===== config.mk =====
export PLATFORM = sky130hd
export DESIGN_NAME = tpo_unit
export DESIGN_NICKNAME = d
export VERILOG_FILES = /design/src/include/tpo_pkg.sv /design/src/rtl/tpo_fifo.sv /design/src/rtl/tpo_unit.sv
export SDC_FILE = /design/constraint.sdc
export NUM_CORES = 1
export LEC_CHECK = 0
export BUFFER_PORTS_ARGS = -buffer_cell sky130_fd_sc_hd__buf_4
export CAP_MARGIN = 25
export CORE_MARGIN = 4
export CORE_UTILIZATION = 35
export DETAILED_ROUTE_END_ITERATION = 10
export HOLD_SLACK_MARGIN = 0.03
export PLACE_DENSITY_LB_ADDON = 0.12
export SYNTH_ARGS = -nofsm -noshare
export SYNTH_HDL_FRONTEND = slang
export SYNTH_SLANG_ARGS = --single-unit
export TNS_END_PERCENT = 100

===== constraint.sdc =====
create_clock -name aclk -period 4.5 [get_ports aclk]
set_input_delay 1.125 -clock aclk [delete_from_list [all_inputs] [get_ports aclk]]
set_output_delay 1.125 -clock aclk [all_outputs]
set_load 0.01 [all_outputs]

===== src/include/tpo_pkg.sv =====
// constants, register map and carrier types of the timing pattern output unit
// assumes a 100 MHz aclk and AXI4-Lite register access with 32-bit data
package tpo_pkg;

  localparam logic [3:0]  TPO_REGION          = 4'h5;
  localparam logic [27:0] TPO_IDX_NEXT_EN_LO  = 28'h05FFFF3;
  localparam logic [27:0] TPO_IDX_PORT_DATA   = 28'h5FFFFC2;
  localparam logic [27:0] TPO_IDX_PIN_FN_HI   = 28'h5FFFFCC;
  localparam logic [27:0] TPO_IDX_PIN_FN_LO   = 28'h5FFFFCE;
  localparam logic [27:0] TPO_IDX_MODE        = 28'h5FFFFF0;
  localparam logic [27:0] TPO_IDX_TRIG_SEL    = 28'h5FFFFF1;
  localparam logic [27:0] TPO_IDX_NEXT_EN_HI  = 28'h5FFFFF2;
  localparam logic [27:0] TPO_IDX_ND_HI_A     = 28'h5FFFFF4;
  localparam logic [27:0] TPO_IDX_ND_LO_A     = 28'h5FFFFF5;
  localparam logic [27:0] TPO_IDX_ND_HI_B     = 28'h5FFFFF6;
  localparam logic [27:0] TPO_IDX_ND_LO_B     = 28'h5FFFFF7;
  localparam logic [27:0] TPO_IDX_QUEUE       = 28'h5FFFFE0;
  localparam logic [27:0] TPO_IDX_CONFIG      = 28'h5FFFFE4;
  localparam logic [27:0] TPO_IDX_STATUS      = 28'h5FFFFE8;

  localparam logic [15:0] TPO_RST_PORT_DATA   = 16'h0000;
  localparam logic [15:0] TPO_RST_PIN_FN      = 16'h0000;
  localparam logic [7:0]  TPO_RST_MODE        = 8'hF0;
  localparam logic [7:0]  TPO_RST_TRIG_SEL    = 8'hFF;
  localparam logic [7:0]  TPO_RST_NEXT_EN     = 8'h00;
  localparam logic [15:0] TPO_RST_NEXT_DATA   = 16'h0000;
  localparam logic [7:0]  TPO_RST_GAP         = 8'h00;

  localparam int          TPO_GROUPS          = 4;
  localparam int          TPO_GROUP_BITS      = 4;
  localparam int          TPO_CFG_QUEUE_EN    = 0;
  localparam int          TPO_CFG_GAP_LSB     = 8;
  localparam logic [1:0]  TPO_PIN_PATTERN     = 2'b11;
  localparam logic [1:0]  TPO_RESP_OKAY       = 2'b00;
  localparam logic [1:0]  TPO_RESP_SLVERR     = 2'b10;

  typedef struct packed {
    logic [7:0] gap;
    logic       queue_en;
  } tpo_cfg_t;

  typedef struct packed {
    logic [27:0] idx;
    logic [31:0] data;
    logic [3:0]  strb;
  } tpo_wreq_t;

endpackage : tpo_pkg


===== src/rtl/tpo_fifo.sv =====
// pattern word queue with a registered read stage
// assumes one clock and a synchronous active-low reset
module tpo_fifo
  import tpo_pkg::*;
#(
  parameter int WIDTH = 16,
  parameter int DEPTH = 16
) (
  input  wire logic             aclk,
  input  wire logic             aresetn,
  input  wire logic             in_valid,
  output logic                  in_ready,
  input  wire logic [WIDTH-1:0] in_data,
  output logic                  out_valid,
  input  wire logic             out_ready,
  output logic      [WIDTH-1:0] out_data
);
  localparam int AW = $clog2(DEPTH);

  initial begin
    if (DEPTH < 2 || (1 << AW) != DEPTH || WIDTH < 1) begin
      $error("tpo_fifo: depth must be a power of two of at least 2");
    end
  end

  logic [WIDTH-1:0] mem_reg [DEPTH];
  logic [AW-1:0]    wr_ptr_reg;
  logic [AW-1:0]    rd_ptr_reg;
  logic [AW:0]      count_reg;
  logic             out_valid_reg;
  logic [WIDTH-1:0] out_data_reg;
  logic             push;
  logic             load;

  assign in_ready  = (count_reg != AW'(0) + (AW+1)'(DEPTH)) ? 1'b1 : 1'b0;
  assign push      = in_valid & in_ready;
  assign load      = (count_reg != '0) & (~out_valid_reg | out_ready);
  assign out_valid = out_valid_reg;
  assign out_data  = out_data_reg;

  always_ff @(posedge aclk) begin
    if (push) begin
      mem_reg[wr_ptr_reg] <= in_data;
    end
  end

  always_ff @(posedge aclk) begin
    if (!aresetn) begin
      wr_ptr_reg <= '0;
      rd_ptr_reg <= '0;
      count_reg  <= '0;
    end else begin
      if (push) begin
        wr_ptr_reg <= wr_ptr_reg + AW'(1);
      end
      if (load) begin
        rd_ptr_reg <= rd_ptr_reg + AW'(1);
      end
      count_reg <= count_reg + (AW+1)'(push) - (AW+1)'(load);
    end
  end

  always_ff @(posedge aclk) begin
    if (!aresetn) begin
      out_valid_reg <= 1'b0;
      out_data_reg  <= '0;
    end else begin
      out_valid_reg <= load | (out_valid_reg & ~out_ready);
      if (load) begin
        out_data_reg <= mem_reg[rd_ptr_reg];
      end
    end
  end

endmodule : tpo_fifo


===== src/rtl/tpo_unit.sv =====
// timing pattern output unit with AXI4-Lite registers
// assumes compare_match pulses come from the timer on aclk, pins are resolved outside
//
// Chosen here: the AXI4-Lite interface to the registers.
module tpo_unit
  import tpo_pkg::*;
#(
  parameter int QUEUE_DEPTH = 16
) (
  input  wire logic        aclk,
  input  wire logic        aresetn,
  input  wire logic [31:0] s_axi_awaddr,
  input  wire logic        s_axi_awvalid,
  output logic             s_axi_awready,
  input  wire logic [31:0] s_axi_wdata,
  input  wire logic [3:0]  s_axi_wstrb,
  input  wire logic        s_axi_wvalid,
  output logic             s_axi_wready,
  output logic [1:0]       s_axi_bresp,
  output logic             s_axi_bvalid,
  input  wire logic        s_axi_bready,
  input  wire logic [31:0] s_axi_araddr,
  input  wire logic        s_axi_arvalid,
  output logic             s_axi_arready,
  output logic [31:0]      s_axi_rdata,
  output logic [1:0]       s_axi_rresp,
  output logic             s_axi_rvalid,
  input  wire logic        s_axi_rready,
  input  wire logic [3:0]  compare_match,
  output logic [15:0]      pattern_out,
  output logic [15:0]      pattern_oe,
  output logic             dma_req
);

  initial begin
    if (QUEUE_DEPTH < 2) begin
      $error("tpo_unit: queue depth too small");
    end
  end

  // register index hit, only the region nibble and low nine bits count
  function automatic logic hit(input logic [29:0] idx, input logic [27:0] off);
    hit = (idx[27:24] == TPO_REGION) && (idx[8:0] == off[8:0]);
  endfunction : hit

  // byte lane mask for the low two lanes
  function automatic logic [15:0] lanes(input logic [3:0] strb);
    lanes = {{8{strb[1]}}, {8{strb[0]}}};
  endfunction : lanes

  logic             aw_held_reg;
  logic             w_held_reg;
  tpo_wreq_t        wreq_reg;
  logic             bvalid_reg;
  logic [1:0]       bresp_reg;
  logic             rvalid_reg;
  logic [31:0]      rdata_reg;
  logic [1:0]       rresp_reg;

  logic [15:0]      port_data_reg;
  logic [15:0]      port_data_next;
  logic [15:0]      pin_fn_hi_reg;
  logic [15:0]      pin_fn_lo_reg;
  logic [7:0]       mode_reg;
  logic [7:0]       trig_sel_reg;
  logic [7:0]       next_en_lo_reg;
  logic [7:0]       next_en_hi_reg;
  logic [15:0]      next_data_reg;
  tpo_cfg_t         cfg_reg;
  logic             need_reg;

  logic [3:0]       match_reg;
  logic [3:0]       fire;
  logic [3:0]       pend_reg;
  logic [7:0]       gap_cnt_reg [TPO_GROUPS];
  logic [3:0]       held_reg    [TPO_GROUPS];
  logic             dma_req_reg;

  logic             lo_shared;
  logic             hi_shared;
  logic [15:0]      enables;
  logic             write_ok;
  logic             do_write;
  logic             wr_hit;
  logic             wr_queue;
  logic [15:0]      wmask;
  logic [29:0]      widx;
  logic [29:0]      ridx;
  logic [31:0]      rd_value;
  logic             rd_hit;
  logic             q_in_ready;
  logic             q_out_valid;
  logic [15:0]      q_out_data;
  logic             q_pop;

  assign lo_shared = (trig_sel_reg[1:0] == trig_sel_reg[3:2]);
  assign hi_shared = (trig_sel_reg[5:4] == trig_sel_reg[7:6]);
  assign enables   = {next_en_hi_reg, next_en_lo_reg};
  assign widx      = wreq_reg.idx[27:0] + 30'h0;
  assign wmask     = lanes(wreq_reg.strb);
  assign wr_queue  = hit(widx, TPO_IDX_QUEUE);

  // write channel, address and data taken in either order
  assign s_axi_awready = ~aw_held_reg & ~bvalid_reg;
  assign s_axi_wready  = ~w_held_reg & ~bvalid_reg;
  assign s_axi_bvalid  = bvalid_reg;
  assign s_axi_bresp   = bresp_reg;
  assign write_ok      = ~wr_queue | q_in_ready;
  assign do_write      = aw_held_reg & w_held_reg & ~bvalid_reg & write_ok;

  always_ff @(posedge aclk) begin
    if (!aresetn) begin
      aw_held_reg <= 1'b0;
      w_held_reg  <= 1'b0;
      wreq_reg    <= '0;
    end else begin
      if (s_axi_awvalid && s_axi_awready) begin
        aw_held_reg  <= 1'b1;
        wreq_reg.idx <= s_axi_awaddr[29:2];
      end else if (do_write) begin
        aw_held_reg <= 1'b0;
      end
      if (s_axi_wvalid && s_axi_wready) begin
        w_held_reg    <= 1'b1;
        wreq_reg.data <= s_axi_wdata;
        wreq_reg.strb <= s_axi_wstrb;
      end else if (do_write) begin
        w_held_reg <= 1'b0;
      end
    end
  end

  always_comb begin
    wr_hit = 1'b0;
    if (hit(widx, TPO_IDX_PORT_DATA) || hit(widx, TPO_IDX_PIN_FN_HI) || hit(widx, TPO_IDX_PIN_FN_LO) ||
        hit(widx, TPO_IDX_MODE) || hit(widx, TPO_IDX_TRIG_SEL) || hit(widx, TPO_IDX_NEXT_EN_HI) ||
        hit(widx, TPO_IDX_NEXT_EN_LO) || hit(widx, TPO_IDX_ND_HI_A) || hit(widx, TPO_IDX_ND_LO_A) ||
        hit(widx, TPO_IDX_ND_HI_B) || hit(widx, TPO_IDX_ND_LO_B) || wr_queue ||
        hit(widx, TPO_IDX_CONFIG) || hit(widx, TPO_IDX_STATUS)) begin
      wr_hit = 1'b1;
    end
  end

  always_ff @(posedge aclk) begin
    if (!aresetn) begin
      bvalid_reg <= 1'b0;
      bresp_reg  <= TPO_RESP_OKAY;
    end else if (do_write) begin
      bvalid_reg <= 1'b1;
      bresp_reg  <= wr_hit ? TPO_RESP_OKAY : TPO_RESP_SLVERR;
    end else if (s_axi_bready) begin
      bvalid_reg <= 1'b0;
    end
  end

  // control registers written by software
  always_ff @(posedge aclk) begin
    if (!aresetn) begin
      pin_fn_hi_reg  <= TPO_RST_PIN_FN;
      pin_fn_lo_reg  <= TPO_RST_PIN_FN;
      mode_reg       <= TPO_RST_MODE;
      trig_sel_reg   <= TPO_RST_TRIG_SEL;
      next_en_lo_reg <= TPO_RST_NEXT_EN;
      next_en_hi_reg <= TPO_RST_NEXT_EN;
      cfg_reg        <= '{gap: TPO_RST_GAP, queue_en: 1'b0};
    end else if (do_write && wreq_reg.strb[0]) begin
      if (hit(widx, TPO_IDX_PIN_FN_HI)) begin
        pin_fn_hi_reg <= (pin_fn_hi_reg & ~wmask) | (wreq_reg.data[15:0] & wmask);
      end
      if (hit(widx, TPO_IDX_PIN_FN_LO)) begin
        pin_fn_lo_reg <= (pin_fn_lo_reg & ~wmask) | (wreq_reg.data[15:0] & wmask);
      end
      if (hit(widx, TPO_IDX_MODE)) begin
        mode_reg <= wreq_reg.data[7:0];
      end
      if (hit(widx, TPO_IDX_TRIG_SEL)) begin
        trig_sel_reg <= wreq_reg.data[7:0];
      end
      if (hit(widx, TPO_IDX_NEXT_EN_LO)) begin
        next_en_lo_reg <= wreq_reg.data[7:0];
      end
      if (hit(widx, TPO_IDX_NEXT_EN_HI)) begin
        next_en_hi_reg <= wreq_reg.data[7:0];
      end
      if (hit(widx, TPO_IDX_CONFIG)) begin
        cfg_reg.queue_en <= wreq_reg.data[TPO_CFG_QUEUE_EN];
        if (wreq_reg.strb[1]) begin
          cfg_reg.gap <= wreq_reg.data[TPO_CFG_GAP_LSB +: 8];
        end
      end
    end
  end

  // staged next data, from software or from the queue
  assign q_pop = q_out_valid & need_reg & cfg_reg.queue_en;

  always_ff @(posedge aclk) begin
    if (!aresetn) begin
      next_data_reg <= TPO_RST_NEXT_DATA;
    end else if (q_pop) begin
      next_data_reg <= q_out_data;
    end else if (do_write && wreq_reg.strb[0]) begin
      if (hit(widx, TPO_IDX_ND_LO_A)) begin
        next_data_reg[7:4] <= wreq_reg.data[7:4];
        if (lo_shared) begin
          next_data_reg[3:0] <= wreq_reg.data[3:0];
        end
      end
      if (hit(widx, TPO_IDX_ND_LO_B) && !lo_shared) begin
        next_data_reg[3:0] <= wreq_reg.data[3:0];
      end
      if (hit(widx, TPO_IDX_ND_HI_A)) begin
        next_data_reg[15:12] <= wreq_reg.data[7:4];
        if (hi_shared) begin
          next_data_reg[11:8] <= wreq_reg.data[3:0];
        end
      end
      if (hit(widx, TPO_IDX_ND_HI_B) && !hi_shared) begin
        next_data_reg[11:8] <= wreq_reg.data[3:0];
      end
    end
  end

  // a fired trigger consumes the staged word, a pop refills it
  always_ff @(posedge aclk) begin
    if (!aresetn) begin
      need_reg <= 1'b1;
    end else if (q_pop) begin
      need_reg <= 1'b0;
    end else if (|fire) begin
      need_reg <= 1'b1;
    end
  end

  tpo_fifo #(
    .WIDTH (16),
    .DEPTH (QUEUE_DEPTH)
  ) u_queue (
    .aclk      (aclk),
    .aresetn   (aresetn),
    .in_valid  (aw_held_reg & w_held_reg & ~bvalid_reg & wr_queue & wreq_reg.strb[0]),
    .in_ready  (q_in_ready),
    .in_data   (wreq_reg.data[15:0]),
    .out_valid (q_out_valid),
    .out_ready (q_pop),
    .out_data  (q_out_data)
  );

  // compare matches registered, then mapped to groups by selection
  always_ff @(posedge aclk) begin
    if (!aresetn) begin
      match_reg <= 4'h0;
    end else begin
      match_reg <= compare_match;
    end
  end

  always_comb begin
    for (int g = 0; g < TPO_GROUPS; g++) begin
      fire[g] = match_reg[trig_sel_reg[2*g +: 2]];
    end
  end

  always_ff @(posedge aclk) begin
    if (!aresetn) begin
      dma_req_reg <= 1'b0;
    end else begin
      dma_req_reg <= |fire;
    end
  end

  // non-overlap: rising bits wait the gap after the falling ones
  always_ff @(posedge aclk) begin
    if (!aresetn) begin
      pend_reg <= 4'h0;
      for (int g = 0; g < TPO_GROUPS; g++) begin
        gap_cnt_reg[g] <= 8'h00;
        held_reg[g]    <= 4'h0;
      end
    end else begin
      for (int g = 0; g < TPO_GROUPS; g++) begin
        if (fire[g] && mode_reg[g]) begin
          pend_reg[g]    <= 1'b1;
          gap_cnt_reg[g] <= cfg_reg.gap;
          held_reg[g]    <= next_data_reg[4*g +: 4];
        end else if (pend_reg[g] && gap_cnt_reg[g] == 8'h00) begin
          pend_reg[g] <= 1'b0;
        end else if (pend_reg[g]) begin
          gap_cnt_reg[g] <= gap_cnt_reg[g] - 8'h01;
        end
      end
    end
  end

  always_comb begin
    logic [3:0] m;
    logic [3:0] cur;
    m   = 4'h0;
    cur = 4'h0;
    port_data_next = port_data_reg;
    if (do_write && hit(widx, TPO_IDX_PORT_DATA)) begin
      port_data_next = (port_data_reg & ~(wmask & ~enables)) | (wreq_reg.data[15:0] & wmask & ~enables);
    end
    for (int g = 0; g < TPO_GROUPS; g++) begin
      m   = enables[4*g +: 4];
      cur = port_data_next[4*g +: 4];
      if (fire[g] && !mode_reg[g]) begin
        port_data_next[4*g +: 4] = (cur & ~m) | (next_data_reg[4*g +: 4] & m);
      end else if (fire[g]) begin
        port_data_next[4*g +: 4] = cur & ~(m & ~next_data_reg[4*g +: 4]);
      end else if (pend_reg[g] && gap_cnt_reg[g] == 8'h00) begin
        port_data_next[4*g +: 4] = (cur & ~m) | (held_reg[g] & m);
      end
    end
  end

  always_ff @(posedge aclk) begin
    if (!aresetn) begin
      port_data_reg <= TPO_RST_PORT_DATA;
    end else begin
      port_data_reg <= port_data_next;
    end
  end

  // read channel
  assign ridx          = s_axi_araddr[31:2];
  assign s_axi_arready = ~rvalid_reg;
  assign s_axi_rvalid  = rvalid_reg;
  assign s_axi_rdata   = rdata_reg;
  assign s_axi_rresp   = rresp_reg;

  always_comb begin
    rd_value = 32'h0000_0000;
    rd_hit   = 1'b1;
    if (hit(ridx, TPO_IDX_PORT_DATA)) begin
      rd_value[15:0] = port_data_reg;
    end else if (hit(ridx, TPO_IDX_PIN_FN_HI)) begin
      rd_value[15:0] = pin_fn_hi_reg;
    end else if (hit(ridx, TPO_IDX_PIN_FN_LO)) begin
      rd_value[15:0] = pin_fn_lo_reg;
    end else if (hit(ridx, TPO_IDX_MODE)) begin
      rd_value[7:0] = mode_reg;
    end else if (hit(ridx, TPO_IDX_TRIG_SEL)) begin
      rd_value[7:0] = trig_sel_reg;
    end else if (hit(ridx, TPO_IDX_NEXT_EN_HI)) begin
      rd_value[7:0] = next_en_hi_reg;
    end else if (hit(ridx, TPO_IDX_NEXT_EN_LO)) begin
      rd_value[7:0] = next_en_lo_reg;
    end else if (hit(ridx, TPO_IDX_ND_LO_A)) begin
      rd_value[7:0] = lo_shared ? next_data_reg[7:0] : {next_data_reg[7:4], 4'hF};
    end else if (hit(ridx, TPO_IDX_ND_LO_B)) begin
      rd_value[7:0] = lo_shared ? 8'hFF : {4'hF, next_data_reg[3:0]};
    end else if (hit(ridx, TPO_IDX_ND_HI_A)) begin
      rd_value[7:0] = hi_shared ? next_data_reg[15:8] : {next_data_reg[15:12], 4'hF};
    end else if (hit(ridx, TPO_IDX_ND_HI_B)) begin
      rd_value[7:0] = hi_shared ? 8'hFF : {4'hF, next_data_reg[11:8]};
    end else if (hit(ridx, TPO_IDX_CONFIG)) begin
      rd_value[TPO_CFG_QUEUE_EN]      = cfg_reg.queue_en;
      rd_value[TPO_CFG_GAP_LSB +: 8]  = cfg_reg.gap;
    end else if (hit(ridx, TPO_IDX_STATUS)) begin
      rd_value[2:0] = {pend_reg != 4'h0, q_out_valid, ~q_in_ready};
      rd_value[3]   = need_reg;
    end else if (!hit(ridx, TPO_IDX_QUEUE)) begin
      rd_hit = 1'b0;
    end
  end

  always_ff @(posedge aclk) begin
    if (!aresetn) begin
      rvalid_reg <= 1'b0;
      rdata_reg  <= 32'h0000_0000;
      rresp_reg  <= TPO_RESP_OKAY;
    end else if (s_axi_arvalid && !rvalid_reg) begin
      rvalid_reg <= 1'b1;
      rdata_reg  <= rd_value;
      rresp_reg  <= rd_hit ? TPO_RESP_OKAY : TPO_RESP_SLVERR;
    end else if (s_axi_rready) begin
      rvalid_reg <= 1'b0;
    end
  end

  // pins drive only where both function bits select pattern output
  always_comb begin
    for (int p = 0; p < 8; p++) begin
      pattern_oe[p]     = (pin_fn_lo_reg[2*p +: 2] == TPO_PIN_PATTERN);
      pattern_oe[p + 8] = (pin_fn_hi_reg[2*p +: 2] == TPO_PIN_PATTERN);
    end
  end

  assign pattern_out = port_data_reg;
  assign dma_req     = dma_req_reg;

endmodule : tpo_unit


==> summary.md <==
| Metric | Value |
|---|---|
| CTS buffer count | 55 |
| Sequential share of power | 0.459 |
| Syn-to-layout area delta | 16.8% |
| Layout cells sized above 1 | 0.190 |
| Worst-Skew Late Latency | 0.62 ns |
| Largest net degree at the start of global routing | 75 |
| IO buf count | 110 |
| Yosys top cell area share | 0.416 |
| Combinational Power Share | 0.138 |
| Clock root buffer | clkbuf_16 |
| FMAX | 325 MHz |
| Synth area leaders | edfxtp_1 42%, dfxtp_1 18%, mux4_2 6.9% |
| Via density | 5.31 |
| DRC | 0 |
| Clock period minus worst slack | 3.08 ns |
| Worst setup EP type | flip-flop |
| Clock group share of total power | 0.404 |
| CP startpoint | u_queue.count_reg[2] |
| Setup CP Type | flip-flop to flip-flop |
| Number of diodes | 0 |
| Int Pwr | 0.00854 W |
| Synth Flop Type | edfxtp_1 |
| Cell Area, Synth | 21900 um2 |
| First-pass GRT wire length | 94700 um |
| Worst setup margin | 1.42 ns |
| Area of the core | 61800 um2 |
| CTS tree | yes |
| # fillers | 5870 |
| Worst R2R Path Depth | 13 |
| Slew Viols, Final | 0 |
| Area taken by multi-input logic gates | 8260 um2 |
| Die Area | 66700 um2 |
| # setup viols final | 0 |
| Clock Sinks | 502 |
| Register bit total from synthesis | 502 |
| Clock Path Buffers | 3 |
| FP Rows | 91 |
| Status | completed |
| Layout net count | 2016 |
| GR Util All Layers | 0.186 |
| Peak supply drop | 275 uV |
| Number of synthesized flops with an enable pin | 304 |
| Antenna violations before repair | 1 |
| Maxcap violations | 0 |
| Post-synthesis sequential area ratio | 0.597 |
| WP data required | 5.04 ns |
| Largest register FFs | 256 |
| Synth async-reset ratio | 0 |
| Most common cell after layout, fill and taps aside | edfxtp_1 |
| Setup crit end | u_queue.count_reg[4] |
| Clock slew at reported path FFs | 0.06 ns |
| Reg2Reg Launch Point | u_queue.count_reg[2] |
| Mapped Cells | 1773 |
| Post-Place Setup Slack | 1.25 ns |
| # hold bufs at CTS | 0 |
| Starting DRT DRC Count | 917 |
| P_leak | 9.47 nW |
| Seq. cell area | 13100 um2 |
| Die height | 258 um |
| Wire per inst | 22.9 um |
| DPL Wire Length | 43300 um |
| RSZ-0062 raised after global routing | no |
| RR Endpoint | u_queue.count_reg[4] |
| Worst-Margin Slew | 1.10 ns |
| Drt total wl | 63400 um |
| Most frequent cells in the layout | 304 x edfxtp_1, 212 x nand2_1, 196 x dfxtp_1, 157 x nor2_1, 152 x buf_4 |
| IO Count | 185 |
| Hold Path Class | flip-flop to flip-flop |
| Setup TNS | 0 ns |
| H-tree Lvls | 2 |
| Post-synthesis cell type with the largest combined area | edfxtp_1 |
| Total grt overflow | 0 |
| Detailed Routing Iterations Pass 1 | 5 |
| Post-CTS Setup Inserts | 0 |
| PwrDens | 447 nW/um2 |
| Post-CTS sizing | 0 |
| Vias in the first global route | 14.9k |
| R2r setup slk | 1.42 ns |
| CP startpoint kind | flip-flop |
| Routed vias | 14.7k |
| Setup Skew | 0.0176 ns |
| Arrival time worst endpoint | 3.62 ns |
| Hold Vio Cnt, Final | 0 |
| Warnings, synthesis | 0 |
| Max_slew headroom | 0.265 |
| Period utilisation layout | 0.684 |
| CP Max Fanout | 22 |
| DRT antenna net count | 0 |
| Post-synth cell types | 79 |
| Net Sw Frac | 0.253 |
| Initial Utilization | 0.355 |
| Net switching power | 0.00290 W |
| Mean Syn Cell Area | 12.4 um2 |
| GPL Wtd Cong | 0.857 |
| Die width | 258 um |
==> layer usage <==
metal  up-vias  track usage  share of wire
li1       6830            -              -
met3        83       0.0290          0.045
met2       326        0.330           0.51
met5         -            0              0
met1      7480        0.237           0.42
met4         0       0.0508          0.024
==> per-stage QoR <==
step	power, W	util	area (um2)	instances	hold slack, ns
5_1_grt	0.0119	0.414	25600	2772	0.478
3_3_place_gp	0.00692	0.384	23700	2667	0.445
2_1_floorplan	0.00645	-	22000	1790	0.431
6_report	0.0114	0.414	25600	2772	0.452
3_5_place_dp	0.00696	0.384	23700	2667	0.445
4_1_cts	0.0116	0.414	25600	2770	0.454
==> how the worst min path moves through the flow <==
stage               slack, ns  cells after the start         start            to
floorplan                0.43                      2  wreq_reg[61]  wreq_reg[61]
finish                   0.45                      2  wreq_reg[61]  wreq_reg[61]
global route             0.48                      2  wreq_reg[61]  wreq_reg[61]
global placement         0.45                      2  wreq_reg[61]  wreq_reg[61]
CTS                      0.45                      2  wreq_reg[61]  wreq_reg[61]
detailed placement       0.45                      2  wreq_reg[61]  wreq_reg[61]
==> kinds of logic after synthesis <==
kind of cell | after synthesis | share of synthesized area
compound gates | 300 | 0.0904
xor+xnor | 39 | 0.0156
fa+ha+maj | 16 | 0.00947
buf+inv | 147 | 0.0307
flops | 502 | 0.597
mux | 192 | 0.126
other cells | 1 | 0.000171
simple gates | 576 | 0.130
==> area by class of cell <==
type / instances / share of cell area
clock buffer: 79 / 0.0616
clock inverter: 24 / 0.0112
inverter: 33 / 0.00494
multi-input combinational: 1141 / 0.323
sequential: 502 / 0.512
tap: 837 / 0.0409
timing repair buffer: 156 / 0.0473
==> worst max-delay path, stage by stage, from the launching register on <==
cell and delay [ns]:
dfxtp_1 0.31, inv_1 0.08, ha_1 0.16, nor4b_1 0.47, a21oi_2 0.05, buf_4 0.24, ha_1 0.31, inv_1 0.04
ha_1 0.20, fa_1 0.45, a21oi_1 0.15, nor2_1 0.06, or3_1 0.34, a21oi_1 0.14
==> power groups by stage <==
stage / Combinational [W] / Clock, W / Sequential [W]
2_1_floorplan: 0.00125 / 0 / 0.00520
3_3_place_gp: 0.00156 / 0 / 0.00536
3_5_place_dp: 0.00159 / 0 / 0.00536
4_1_cts: 0.00160 / 0.00474 / 0.00527
5_1_grt: 0.00173 / 0.00492 / 0.00528
6_report: 0.00157 / 0.00462 / 0.00525
==> synthesized netlist by cell type, types with 11 or more instances <==
master and n:
a31oi_1 13, xnor2_1 20, a221oi_1 20, ha_1 15, o211ai_1 13, buf_4 18
a22o_1 16, nand2b_1 20, o22ai_1 25, nor3_1 23, buf_2 11, nor2_1 158
nand3_1 28, buf_1 13, nand4_1 11, and2_1 38, mux4_2 67, o32ai_1 16
dfxtp_1 198, o21ai_0 64, nand2_1 212, inv_1 31, a21oi_1 76, mux2i_1 117
and3_1 15, edfxtp_1 304, clkbuf_1 68, xor2_1 19
Power figures use the tool's default switching activity.
